$ cat src/wd_guard_regs.vh
`ifndef WD_GUARD_REGS_VH
`define WD_GUARD_REGS_VH
// Register offsets
`define WD_MODE_OFS        4'h0
`define WD_KEY_OFS         4'h1
`define WD_IRQ_STAT_OFS    4'h2
`define WD_IRQ_MASK_OFS    4'h3
`define WD_FLAGS_OFS       4'h4
// Mode register fields
`define WD_FIXED_HI        7
`define WD_FIXED_LO        5
`define WD_FIXED_VAL       3'h3
`define WD_CS_HI_BIT       4
`define WD_CS_LO_BIT       3
`define WD_MODE_RST        8'h00
// Clear key and read-back value
`define WD_KEY_CLEAR       8'hAC
`define WD_KEY_READ        8'h9A
// Status bit positions
`define WD_ST_MODE2        0
`define WD_ST_KEYBAD       1
`define WD_ST_BITOP        2
`define WD_ST_PATTERN      3
`endif
$ cat src/watchdog_mode_write_lock.v
// Chosen here: the address map and the plain strobed port.
`timescale 1ns/1ps
`include "wd_guard_regs.vh"
// Behaviour
// - Mode register takes one byte write after reset.
// - Unless stopped, a second mode write forces an internal reset.
// - Stopped first-write setting makes later mode writes harmless.
// - When stopped, single-bit access to clear key causes no reset.
// - When stopped, wrong clear-key value causes no reset.
// - Normally, a wrong clear-key value forces internal reset.
// - Normally, single-bit access to clear key forces internal reset.
// - Clear-key register reads a fixed value unlike the key.
module watchdog_mode_write_lock (
  // Clock and reset
  input  wire       i_core_clk,
  input  wire       i_rst,
  // Register port
  input  wire [3:0] i_addr,
  input  wire [7:0] i_wdata,
  input  wire       i_wr,
  input  wire       i_rd,
  input  wire       i_bit_op,
  output reg  [7:0] o_rdata,
  // Guard outputs
  output reg        o_int_reset,
  output reg        o_key_clear,
  output wire       o_wd_stopped,
  output wire [7:0] o_mode,
  output wire       o_irq
);

  // Lock states: bit 0 marks the taken mode write, bit 1 the stopped choice.
  // Code 2'h2 is never entered; it falls back to the guarding state.
  localparam [1:0] ST_OPEN   = 2'h0;
  localparam [1:0] ST_ARMED  = 2'h1;
  localparam [1:0] ST_HALTED = 2'h3;

  // Mode register and lock state
  reg  [7:0] mode;
  reg  [1:0] lock_state;
  reg  [1:0] next_lock;

  // Interrupt status and mask
  reg  [3:0] irq_stat;
  reg  [3:0] irq_mask;
  reg  [3:0] stat_set;
  reg  [3:0] stat_clr;
  reg  [3:0] next_stat;

  // Read path
  reg  [7:0] next_rdata;

  // Strobe qualified by one register index
  function reg_hit(input strobe, input [3:0] addr, input [3:0] ofs);
    reg_hit = strobe & (addr == ofs);
  endfunction

  // Byte equal to the clear key
  function key_match(input [7:0] data);
    key_match = (data == `WD_KEY_CLEAR);
  endfunction

  // Upper mode bits carry the mandatory fixed pattern
  function pattern_ok(input [7:0] data);
    pattern_ok = (data[`WD_FIXED_HI:`WD_FIXED_LO] == `WD_FIXED_VAL);
  endfunction

  // Clock-select choice that stops the watchdog; the lower select bit is ignored
  function stop_choice(input [7:0] data);
    stop_choice = data[`WD_CS_HI_BIT];
  endfunction

  // Write-one-to-clear update; a fresh event beats a clear in the same cycle
  function [3:0] sticky_next(input [3:0] cur, input [3:0] clr, input [3:0] set);
    sticky_next = (cur & ~clr) | set;
  endfunction

  // Decoded write strobes
  wire       wr_mode      = reg_hit(i_wr, i_addr, `WD_MODE_OFS);
  wire       wr_key       = reg_hit(i_wr, i_addr, `WD_KEY_OFS);
  wire       wr_stat      = reg_hit(i_wr, i_addr, `WD_IRQ_STAT_OFS);
  wire       wr_mask      = reg_hit(i_wr, i_addr, `WD_IRQ_MASK_OFS);

  // Lock status read straight from the state flops
  wire       mode_written = lock_state[0];
  wire       stopped      = lock_state[1];

  // Byte and single-bit variants of the guarded writes
  wire       mode_byte    = wr_mode & ~i_bit_op;
  wire       key_byte     = wr_key & ~i_bit_op;
  wire       key_bit      = wr_key & i_bit_op;

  // The one mode write taken after reset; bit-op writes never count
  wire       first_take   = mode_byte & ~mode_written;

  // Violation events
  wire       ev_mode2     = wr_mode & mode_written & ~stopped;
  wire       ev_bitop_m   = wr_mode & ~mode_written & i_bit_op;
  wire       ev_keybad    = key_byte & ~key_match(i_wdata) & ~stopped;
  wire       ev_bitop_k   = key_bit & ~stopped;
  wire       ev_pat       = first_take & ~pattern_ok(i_wdata);

  // Events asking for an internal reset; a bad pattern only flags status,
  // so a careless boot write is reported without cycling the device
  wire       any_reset    = ev_mode2 | ev_bitop_m | ev_keybad | ev_bitop_k;

  // Correct key written as a byte
  wire       key_ok       = key_byte & key_match(i_wdata);

  // Outputs taken from flops
  assign o_wd_stopped = stopped;
  assign o_mode       = mode;
  assign o_irq        = |(irq_stat & irq_mask);

  // Lock sequence: open until the first byte write, then armed or halted for good.
  // Only reset leaves the armed or halted state, so no write can unlock the mode.
  always @* begin
    next_lock = lock_state;
    case (lock_state)
      ST_OPEN: begin
        if (first_take) begin
          if (stop_choice(i_wdata)) begin
            next_lock = ST_HALTED;
          end else begin
            next_lock = ST_ARMED;
          end
        end
      end
      ST_ARMED: begin
        next_lock = ST_ARMED;
      end
      ST_HALTED: begin
        next_lock = ST_HALTED;
      end
      default: begin
        next_lock = ST_ARMED;
      end
    endcase
  end

  // Events that set status bits this cycle
  always @* begin
    stat_set                 = 4'h0;
    stat_set[`WD_ST_MODE2]   = ev_mode2;
    stat_set[`WD_ST_KEYBAD]  = ev_keybad;
    stat_set[`WD_ST_BITOP]   = ev_bitop_k | ev_bitop_m;
    stat_set[`WD_ST_PATTERN] = ev_pat;
  end

  // Bits that software clears this cycle
  always @* begin
    stat_clr = 4'h0;
    if (wr_stat) begin
      stat_clr = i_wdata[3:0];
    end
  end

  // Next status, set wins over write-one clear
  always @* begin
    next_stat = sticky_next(irq_stat, stat_clr, stat_set);
  end

  // Read selection; idle cycles return zero
  always @* begin
    next_rdata = 8'h00;
    if (i_rd) begin
      case (i_addr)
        `WD_MODE_OFS:     next_rdata = mode;
        `WD_KEY_OFS:      next_rdata = `WD_KEY_READ;
        `WD_IRQ_STAT_OFS: next_rdata = {4'h0, irq_stat};
        `WD_IRQ_MASK_OFS: next_rdata = {4'h0, irq_mask};
        `WD_FLAGS_OFS:    next_rdata = {6'h00, stopped, mode_written};
        default:          next_rdata = 8'h00;
      endcase
    end
  end

  // Lock state register
  always @(posedge i_core_clk) begin
    if (i_rst) begin
      lock_state <= ST_OPEN;
    end else begin
      lock_state <= next_lock;
    end
  end

  // Mode value, stored only by the first byte write
  always @(posedge i_core_clk) begin
    if (i_rst) begin
      mode <= `WD_MODE_RST;
    end else if (first_take) begin
      mode <= i_wdata;
    end
  end

  // Sticky interrupt status
  always @(posedge i_core_clk) begin
    if (i_rst) begin
      irq_stat <= 4'h0;
    end else begin
      irq_stat <= next_stat;
    end
  end

  // Interrupt mask
  always @(posedge i_core_clk) begin
    if (i_rst) begin
      irq_mask <= 4'h0;
    end else if (wr_mask) begin
      irq_mask <= i_wdata[3:0];
    end
  end

  // Reset request and key-clear pulses, one cycle each
  always @(posedge i_core_clk) begin
    if (i_rst) begin
      o_int_reset <= 1'h0;
      o_key_clear <= 1'h0;
    end else begin
      o_int_reset <= any_reset;
      o_key_clear <= key_ok;
    end
  end

  // Read data one cycle after the strobe
  always @(posedge i_core_clk) begin
    if (i_rst) begin
      o_rdata <= 8'h00;
    end else begin
      o_rdata <= next_rdata;
    end
  end

endmodule // watchdog_mode_write_lock

$ cat config.mk
export PLATFORM = sky130hd
export DESIGN_NAME = watchdog_mode_write_lock
export DESIGN_NICKNAME = d
export VERILOG_FILES = /design/src/watchdog_mode_write_lock.v
export VERILOG_INCLUDE_DIRS = /design/src
export SDC_FILE = /design/constraint.sdc
export NUM_CORES = 1
export LEC_CHECK = 0
export ABC_AREA = 1
export BUFFER_PORTS_ARGS = -buffer_cell sky130_fd_sc_hd__buf_2
export CAP_MARGIN = 20
export CORE_ASPECT_RATIO = 1.1
export CORE_MARGIN = 10
export CORE_UTILIZATION = 53
export CTS_BUF_LIST = sky130_fd_sc_hd__clkbuf_8
export DETAILED_ROUTE_END_ITERATION = 7
export HOLD_SLACK_MARGIN = 0.02
export PLACE_DENSITY = 0.92
export SKIP_LAST_GASP = 1
export SLEW_MARGIN = 30
export SYNTH_ARGS = -nofsm -noshare
export SYNTH_HDL_FRONTEND = slang
export SYNTH_SLANG_ARGS = --single-unit
$ cat constraint.sdc
create_clock -name i_core_clk -period 1.54 [get_ports i_core_clk]
set_input_delay 0.308 -clock i_core_clk [delete_from_list [all_inputs] [get_ports i_core_clk]]
set_output_delay 0.308 -clock i_core_clk [all_outputs]
set_load 0.03 [all_outputs]
==> After elaboration in Yosys (flattened, before gate mapping) <==
Cells that the tools add are included.
{ "totals": {"latchBits": 0, "in_bits": 17, "ramBits": 0, "mem_count": 0, "register_bits": 28, "romBits": 0, "out_inout_bits": 20} }
{ "op_classes": {"n_shift": 0, "n_div": 0, "n_bitwise": 31, "eq_ne": 8, "addsub": 0, "mux": 5, "mul": 0, "n_lt_le_gt_ge": 0, "reduce_logical": 4} }
{ "op_table": {"columns": ["operator", "count"], "rows": [
  ["$pmux 8 s5", 1],
  ["$and 1x1->1", 17],
  ["$and 4x4->4", 2],
  ["$eq 4x2->1 const B", 2],
  ["$eq 8x8->1 const B", 1],
  ["$not 1->1", 6],
  ["$eq 4x1->1 const B", 1],
  ["$eq 4x3->1 const B", 1],
  ["$logic_not 4->1", 1],
  ["$mux 2", 2],
  ["$mux 4", 1],
  ["$not 4->4", 1],
  ["$or 1x1->1", 4],
  ["$or 4x4->4", 1],
  ["$pmux 2 s2", 1],
  ["$reduce_or 4->1", 1],
  ["$eq 3x2->1 const B", 1],
  ["$eq 2x2->1 const B", 1],
  ["$logic_not 2->1", 1],
  ["$ne 2x2->1 const B", 1],
  ["$reduce_or 2->1", 1]
]} }

==> Logic depth before layout (Yosys ltp) <==
Gate-level depths: netlist of the first run.
{ "depth": {"depth_word": 7, "depth_mapped": 9, "ltp_nobuf": 9} }

==> Least setup slack after synthesis of the first run <==
Ideal clock, no wire load.
{ "synth_path": {"path_type": "flip-flop to flip-flop", "start": "register lock_state[1]", "end": "register lock_state[1]", "synth_period_minus_slack_ps": 1343, "setup_time_ps": 114, "setup_slack_ps": 197, "t_arrival_ps": 1230, "path_stages_with_launch": 9, "required_time_ps": 1426, "path_cell_list": "dfxtp_1 > inv_1 > ha_1 > nand2_1 > inv_1 > o21bai_1 > nand2_1 > nand2_1 > nor2_1"} }
{ "synth_via": {"elab_chain_len": 2} }
{ "synth_lines": {"columns": ["item", "line", "source"], "rows": [
  ["from (decl)", "watchdog_mode_write_lock.v:40", "reg [1:0] lock_state;"],
  ["from (signal assigned)", "watchdog_mode_write_lock.v:183", "lock_state <= next_lock;"],
  ["$eq 2x2->1 / $logic_not 2->1 (equally long branches)", null, null],
  ["$pmux 2 s2 / $ne 2x2->1 (equally long branches)", null, null]
]} }
Several ways; a longest one is shown, not always the timed one.
A chain may end at the register's enable or synchronous reset.

==> Worst setup path in the final report of the first run <==
{ "layout_path": {"start": "register irq_stat[2]", "end": "output port o_irq"} }
{ "layout_via": {"elab_chain_len": 2} }
{ "layout_lines": {"columns": ["item", "line", "source"], "rows": [
  ["from (decl)", "watchdog_mode_write_lock.v:44", "reg [3:0] irq_stat;"],
  ["from (signal assigned)", "watchdog_mode_write_lock.v:201", "irq_stat <= next_stat;"],
  ["$and 4x4->4", "watchdog_mode_write_lock.v:113", "assign o_irq = |(irq_stat & irq_mask);"],
  ["$reduce_or 4->1", "watchdog_mode_write_lock.v:113", null],
  ["to (decl)", "watchdog_mode_write_lock.v:29", "output wire o_irq"]
]} }
Every way passes these cells.

==> results of run 1 <==
## cell type report
type,instances,share of cell area
clock inverter,1,0.0190
clock buffer,3,0.0262
sequential,28,0.356
timing repair buffer,38,0.124
tap,30,0.0238
multi-input combinational,133,0.398
inverter,21,0.0532
## worst paths after layout
kind / start / to / depth (start not counted) / slack, ps
setup / recovery: irq_stat[2] / o_irq / 3 / 210
hold / removal: i_rst / irq_stat[3] / 2 / 310
setup reg to reg: lock_state[1] / lock_state[1] / 8 / 280
hold reg to reg: o_mode[6] / o_rdata[6] / 2 / 490
## metal layers
layer | vias to the layer above | part of all wire | track usage
li1 | 656 | - | -
met3 | 8 | 0.094 | 0.0389
met2 | 55 | 0.50 | 0.247
met4 | 0 | 0.027 | 0.0776
met5 | - | 0 | 0
met1 | 558 | 0.38 | 0.148
## cell usage after synthesis (2+ instances only)
library cell | count | area, sq um
nand2_1 | 46 | 173
nor2_1 | 36 | 135
dfxtp_1 | 28 | 561
inv_1 | 19 | 71.3
o21ai_0 | 13 | 65.1
nand3_1 | 12 | 60.1
a21oi_1 | 7 | 35.0
nor2_2 | 4 | 25.0
nand2_2 | 3 | 18.8
ha_1 | 2 | 25.0
nor3_1 | 2 | 10.0
## where the power goes
group          total (W)  switching, W  internal, W  leakage [nW]
Clock           0.000582      0.000234     0.000348        0.0357
Sequential      0.000778     0.0000277     0.000750         0.226
Combinational   0.000278      0.000183    0.0000957         0.528
Total            0.00164      0.000444      0.00119         0.790
## cell families after synthesis
kind of cell	count (synthesis)
DFF	28
AOI/OAI and AO/OA	22
and+or+nand+nor	109
buffers and inverters	24
adders and majority gates	2
## critical path: stages (launching register included)
cell,delay (ps)
dfxtp_1,390
nand2_1,70
nand4_1,90
buf_2,200
## registers in the layout, indices dropped and copies added, names as in the netlist
name         flops
o_mode           8
o_rdata          8
irq_mask         4
irq_stat         4
lock_state       2
o_int_reset      1
o_key_clear      1
## placed cells by master (no fill, tap or decap), types with 2 or more instances in the layout
cell | synthesis | routed
buf_2 | 1 | 36
nor2_2 | 4 | 4
nand2_2 | 3 | 3
a21oi_1 | 7 | 7
buf_4 | 1 | 2
inv_1 | 19 | 19
nand2_1 | 46 | 46
clkbuf_8 | 0 | 3
nand3_1 | 12 | 12
nor2_1 | 36 | 36
o21ai_0 | 13 | 13
ha_1 | 2 | 2
nor3_1 | 2 | 2
dfxtp_1 | 28 | 28
## through the flow
stage          hold slack (ps)  instances
2_1_floorplan              451        185
3_3_place_gp               464        250
3_5_place_dp               479        250
4_1_cts                    306        254
5_1_grt                    333        254
6_report                   305        254
==> reports/results.tsv, run 1 <==
metric	value	unit
p_per_area	1040	nW/um^2
clock_sinks	28	
final_antenna_net_count	0	
grtUsageTotal	0.142	
port_buffers	36	
finalHoldViolCount	0	
synth_cells	185	
timing.final.crit_period	1330	ps
endpoint_kind	output port	
cts-root-buf	clkbuf_8	
finalNetCount	244	
place_ws	196	ps
ys_seq_area_frac	0.435	
first_iter_violations	73	
worst_pin_slew	289	ps
start_util	0.567	
fp.coreArea	2270	sq um
rsz0062_at_grt	no	
diodes	0	
synthMuxAreaShare	0	
dp.final_hpwl	2680	microns
synth_ff_type	dfxtp_1	
synth_area	1290	sq um
yosys.area_share.simple	0.378	
finalCritPeriodShare	0.866	
yosysWarnings	0	
regArea	561	sq um
min_path_type	in -> reg	
fmax	749	MHz
cts-buffers-inserted	3	
critPathLaunchType	flop	
maxSlewViolCount	0	
p_total	0.00164	W
synth_top_family_by_area	simple AND/OR/NAND/NOR gates	
yosys_register_bits	28	
detail_route.wl_per_cell	13.3	microns
vias	1277	
multi_input_area	628	sq um
cp.required	1230	ps
hold_buffers	0	
critical_path_class	reg -> out	
fp.dieArea	4810	sq um
setup_tns	0	ps
grt_pass1_vias	1271	
drv_cap	0	
drc	0	
cp.arrival	1030	ps
grt_max_degree	17	
synth_edf_count	0	
rows	18	
synth_nets	204	
viasPerCell	5.03	
yosys.area_share.adder	0.0194	
finalWirelength	3370	microns
grt.overflow.total	0	
slew_headroom	0.807	
cts_setup_buffers	0	
ys_async_sr_fraction	0	
layout_setup_ws	206	ps
synth_compound_area_frac	0.0903	
setup_viol	0	
synth-xor-area-share	0	
areaGrowthSynthToFinish	22.3	%
top_level_ports	37	
place_congestion	0.858	
die_x	67.0	microns
grt_pass1_wl	5470	microns
path_clk_slew	90	ps
final_layout_size_suffix_gt1_frac	0.250	
final_area	1580	sq um
insertion_delay	280	ps
cts_tree	yes	
die_h	71.7	microns
synth_cell_types	24	
fin_skew	2.91	ps
syn_avg_cell_area	6.97	sq um
clock_path_buffers	2	
cp_max_fo	3	
antenna_found_initial	0	
htreeDepth	1	
placed_area	1510	sq um
fillerInstances	191	
dr.pass1.iters	4	
utilization	0.693	
irDropWorstVdd	0.723	mV
leakagePower	0.790	nW
ctsResizeCount	0	
status	completed	
Power figures use the tool's default switching activity.
==> inputs of run 2 (changes only) <==
--- a/config.mk
+++ b/config.mk
@@ -6,16 +6,17 @@
 export SDC_FILE = /design/constraint.sdc
 export NUM_CORES = 1
 export LEC_CHECK = 0
-export ABC_AREA = 1
 export BUFFER_PORTS_ARGS = -buffer_cell sky130_fd_sc_hd__buf_2
 export CAP_MARGIN = 20
+export CELL_PAD_IN_SITES_DETAIL_PLACEMENT = 1
+export CELL_PAD_IN_SITES_GLOBAL_PLACEMENT = 1
 export CORE_ASPECT_RATIO = 1.1
 export CORE_MARGIN = 10
-export CORE_UTILIZATION = 53
+export CORE_UTILIZATION = 39
 export CTS_BUF_LIST = sky130_fd_sc_hd__clkbuf_8
 export DETAILED_ROUTE_END_ITERATION = 7
 export HOLD_SLACK_MARGIN = 0.02
-export PLACE_DENSITY = 0.92
+export PLACE_DENSITY = 0.91
 export SKIP_LAST_GASP = 1
 export SLEW_MARGIN = 30
 export SYNTH_ARGS = -nofsm -noshare
==> reports/results.tsv, run 2 <==
metric	value	unit
finalCritPeriodShare	0.918	
clock_sinks	28	
path_clk_slew	100	ps
yosysWarnings	0	
dr.pass1.iters	4	
areaGrowthSynthToFinish	22.1	%
detail_route.wl_per_cell	20.5	microns
maxSlewViolCount	0	
setup_viol	0	
drv_cap	0	
cp.arrival	1100	ps
min_path_type	in -> reg	
drc	0	
dp.final_hpwl	3430	microns
synth_area	1330	sq um
setup_tns	0	ps
ff2ff_path_depth	3	
rr_endpoint	lock_state[1]	
p_per_area	931	nW/um^2
clock_path_buffers	2	
grt_max_degree	24	
cts-root-buf	clkbuf_8	
first_iter_violations	129	
final_cell_count_no_fill	226	
die_x	75.7	microns
viasPerCell	6.10	
path_buf_inv	1	
hold_path_depth	3	
synth_cell_types	40	
cp_slowest_cell	dfxtp_1	
synth_ff_type	dfxtp_1	
status	completed	
cts-buffers-inserted	3	
worst_path_largest_cell_delay	350	ps
yosys_register_bits	28	
crit_chain	a22oi_1, nand2_1, buf_2	
final_area	1630	sq um
final_layout_size_suffix_gt1_frac	0.316	
cp.required	1230	ps
fp.dieArea	6150	sq um
cts_tree	yes	
synth_most_common_cell	dfxtp_1	
die_h	81.3	microns
finalNetCount	211	
min_from	i_wdata[5]	
place_congestion	0.837	
rows	22	
insertion_delay	280	ps
endpoint_kind	output port	
start_util	0.403	
synthTopCellsByCount	dfxtp_1 (28), a21oi_1 (17), o21ai_0 (15), nand3_1 (10), inv_1 (9)	
reg2reg_slack	140	ps
fin_skew	6.74	ps
critPathLaunchType	flop	
synth_area_leader_cell	dfxtp_1	
fillerInstances	413	
worst_pin_slew	361	ps
ys_seq_area_frac	0.421	
min_to	o_mode[5]	
placed_area	1580	sq um
placed_cells	223	
rsz0062_at_grt	no	
antenna_found_initial	0	
synth_cells	150	
synth_nets	169	
yosysTopAreaCellShare	0.421	
crit_family	flip-flops	
final_cell_mix	buf_2 (36), dfxtp_1 (28), a21oi_1 (17)	
grt.overflow.total	0	
finalHoldViolCount	0	
critical_path_class	reg -> out	
layout_commonest_cell	buf_2	
synthTopCellsByArea	dfxtp_1 (42%), a21oi_1 (6.4%), o21ai_0 (5.6%)	
p_total	0.00151	W
grtUsageTotal	0.152	
grt_pass1_vias	1460	
slew_headroom	0.756	
ys_async_sr_fraction	0	
cp_max_fo	3	
fmax	708	MHz
top_level_ports	37	
leakagePower	0.678	nW
htreeDepth	1	
finalWirelength	4630	microns
reg2reg_from	lock_state[0]	
syn_avg_cell_area	8.88	sq um
irDropWorstVdd	0.378	mV
synth_edf_count	0	
final_antenna_net_count	0	
port_buffers	36	
vias	1379	
diodes	0	
grt_pass1_wl	7250	microns
cts_setup_buffers	0	
timing.final.crit_period	1410	ps
fp.coreArea	3300	sq um
[run 2: changes by cell type after synthesis, moves of 3 or more]
cell	change
a22oi_1	+3
nand2_2	-3
mux2i_1	+4
clkbuf_1	+5
a21oi_1	+10
nor2_2	-4
or3_1	+3
nor2_1	-31
inv_1	-10
buf_6	+3
nand2_1	-41
[run 2: final cells by class]
class	count	area, sq um	share of cell area
repair buffers	48	270	0.166
well taps	36	45.0	0.0277
flip-flops and latches	28	561	0.345
multi-input cells	102	674	0.415
clock buffers	3	41.3	0.0254
inverters	9	33.8	0.0208
[run 2: report_power, final]
| part | total, W | switching, W | leakage (nW) | internal (W) |
|---|---|---|---|---|
| combinational | 0.000328 | 0.000204 | 0.430 | 0.000125 |
| sequential | 0.000771 | 0.0000230 | 0.226 | 0.000748 |
| clock | 0.000415 | 0.000239 | 0.0216 | 0.000176 |
[run 2: how the worst max path moves through the flow]
| stage | start | end | slack (ps) | cells after the start |
|---|---|---|---|---|
| after floorplan | i_addr[1] | lock_state[1] | 90 | 5 |
| after global placement | i_wdata[4] | o_int_reset | -30 | 4 |
| after detailed placement | i_addr[1] | lock_state[1] | -90 | 4 |
| after CTS | lock_state[0] | lock_state[1] | 140 | 3 |
| after global routing | lock_state[1] | lock_state[1] | 80 | 4 |
| final | irq_stat[2] | o_irq | 130 | 3 |
[run 2: cells by family (layout without fill, tap and decap cells)]
group           Yosys count  after routing  share of synthesized area
fa+ha+maj                 2              2                     0.0188
buf+inv                  20             60                     0.0752
compound gates           49             49                      0.226
simple gates             46             46                      0.221
mux                       5              5                     0.0385
flops                    28             28                      0.421
[run 2: timing repair]
item | in CTS | in global routing
resized for setup | 1 | 0
hold buffers | 0 | 0
setup endpoints to repair | 1 | 0
[run 2: layer usage]
metal  track usage  share of wire
met4        0.0836          0.028
met1         0.171           0.39
met5             0              0
met2         0.260           0.51
met3        0.0317          0.065
[run 2: per-stage QoR]
stage / util / setup slack (ps) / hold slack (ps)
2_1_floorplan: - / 87.7 / 419
3_3_place_gp: 0.478 / -34.6 / 480
3_5_place_dp: 0.478 / -87.5 / 488
4_1_cts: 0.492 / 135 / 297
5_1_grt: 0.492 / 75.1 / 308
6_report: 0.492 / 127 / 299
[run 2: tightest hold or removal path: stages]
cell and delay [ps]:
buf_2 120, nand3_1 60, a21oi_1 50
==> inputs of run 3 (changes only) <==
--- a/config.mk
+++ b/config.mk
@@ -11,7 +11,6 @@
 export CELL_PAD_IN_SITES_DETAIL_PLACEMENT = 1
 export CELL_PAD_IN_SITES_GLOBAL_PLACEMENT = 1
 export CORE_ASPECT_RATIO = 1.1
-export CORE_MARGIN = 10
 export CORE_UTILIZATION = 39
 export CTS_BUF_LIST = sky130_fd_sc_hd__clkbuf_8
 export DETAILED_ROUTE_END_ITERATION = 7
==> reports/results.tsv, run 3 (synthesis results as in run 2) <==
metric	value	unit
detail_route.wl_per_cell	18.6	microns
cts-buffers-inserted	3	
start_util	0.422	
drv_cap	0	
grt_max_degree	24	
cp.depth	3	
place_congestion	0.901	
setup_viol	0	
fin_skew	1.80	ps
placed_cells	223	
antenna_found_initial	0	
endpoint_kind	output port	
rr_endpoint	lock_state[1]	
leakagePower	0.688	nW
fp.coreArea	3150	sq um
finalNetCount	213	
layout_commonest_cell	buf_2	
final_cell_mix	buf_2 (36), dfxtp_1 (28), a21oi_1 (17)	
final_cell_count_no_fill	226	
crit_family	flip-flops	
layout_setup_ws	116	ps
diodes	0	
first_iter_violations	60	
cp.required	1230	ps
cts-root-buf	clkbuf_8	
p_total	0.00152	W
worst_path_largest_cell_delay	350	ps
violations	design-rule violations	
combPwrFrac	0.230	
grt.overflow.total	0	
crit_chain	a22oi_1, nand2_1, buf_2	
final_layout_size_suffix_gt1_frac	0.323	
p_sw	0.000462	W
swShare	0.304	
cp_slowest_cell	dfxtp_1	
reg2reg_slack	150	ps
startpoint	irq_stat[2]	
fp.dieArea	3650	sq um
irDropWorstVdd	0.368	mV
timing.final.crit_period	1420	ps
finalHoldViolCount	0	
critical_path_class	reg -> out	
viasPerCell	5.99	
dr.pass1.iters	6	
final_antenna_net_count	0	
clock_path_buffers	2	
rows	21	
place_ws	-95.8	ps
path_buf_inv	1	
slew_headroom	0.620	
status	complete, but fails checks	
dp.final_hpwl	3120	microns
worst_pin_slew	562	ps
clkPwrFrac	0.269	
whs	293	ps
maxSlewViolCount	0	
p_per_area	928	nW/um^2
insertion_delay	280	ps
rsz0062_at_grt	no	
ff2ff_path_depth	4	
grt_pass1_vias	1455	
grt_pass1_wl	7000	microns
port_buffers	36	
top_level_ports	37	
cp.arrival	1120	ps
vias	1353	
min_path_type	in -> reg	
clock_sinks	28	
min_from	i_wdata[6]	
cp_max_fo	3	
endpoint	o_irq	
die_h	63.3	microns
finalWirelength	4210	microns
cts_tree	yes	
p_int	0.00106	W
fmax	702	MHz
die_x	57.7	microns
drc	4	
path_clk_slew	90	ps
htreeDepth	1	
setup_tns	0	ps
areaGrowthSynthToFinish	23.0	%
reg2reg_from	lock_state[0]	
finalCritPeriodShare	0.924	
p_seq_frac	0.501	
grtUsageTotal	0.253	
critPathLaunchType	flop	
run 3: how the worst min path moves through the flow:
stage / end / slack [ps] / cells past startpoint
CTS: o_mode[6] / 300 / 3
global route: o_mode[5] / 320 / 3
floorplan: irq_stat[0] / 420 / 1
global placement: o_rdata[7] / 470 / 1
detailed placement: o_mode[6] / 470 / 2
finish: o_mode[6] / 290 / 3
run 3: final cells by class:
cell class                      instances  area, sq um
Timing Repair Buffer                   50          285
Tap cell                               34         42.5
Clock buffer                            3         41.3
Fill cell                             391         1520
Sequential cell                        28          561
Inverter                                9         33.8
Multi-Input combinational cell        102          674
run 3: worst register-to-register path, cell delays in order (launching register included):
cell      delay (ps)
dfxtp_1          320
buf_4            160
nor4_4           320
a21boi_1         150
o41ai_1          340
run 3: metrics by stage:
step	utilization	cell area (sq um)
6_report	0.519	1640
5_1_grt	0.519	1640
4_1_cts	0.518	1630
3_5_place_dp	0.505	1590
3_3_place_gp	0.505	1590
2_1_floorplan	-	1330
run 3: layer usage:
layer,up-vias,track usage,share of wire
li1,640,-,-
met1,656,0.303,0.42
met2,44,0.440,0.50
met3,13,0.0349,0.048
met4,0,0.116,0.031
met5,-,0,0
run 3: power by group through the flow:
stage                     clock network, W  logic, W  registers (W)
after CTS                         0.000409  0.000344       0.000760
after floorplan                          0  0.000156       0.000814
final                             0.000409  0.000350       0.000761
after global placement                   0  0.000309       0.000777
after detailed placement                 0  0.000342       0.000777
after global routing              0.000433  0.000375       0.000764
run 3: what timing repair did:
item,4_1_cts,5_1_grt
hold buffers,0,0
endpoints found under the setup margin,0,6
buffers inserted,0,0
hold endpoints to repair,0,0
resized for setup,0,1
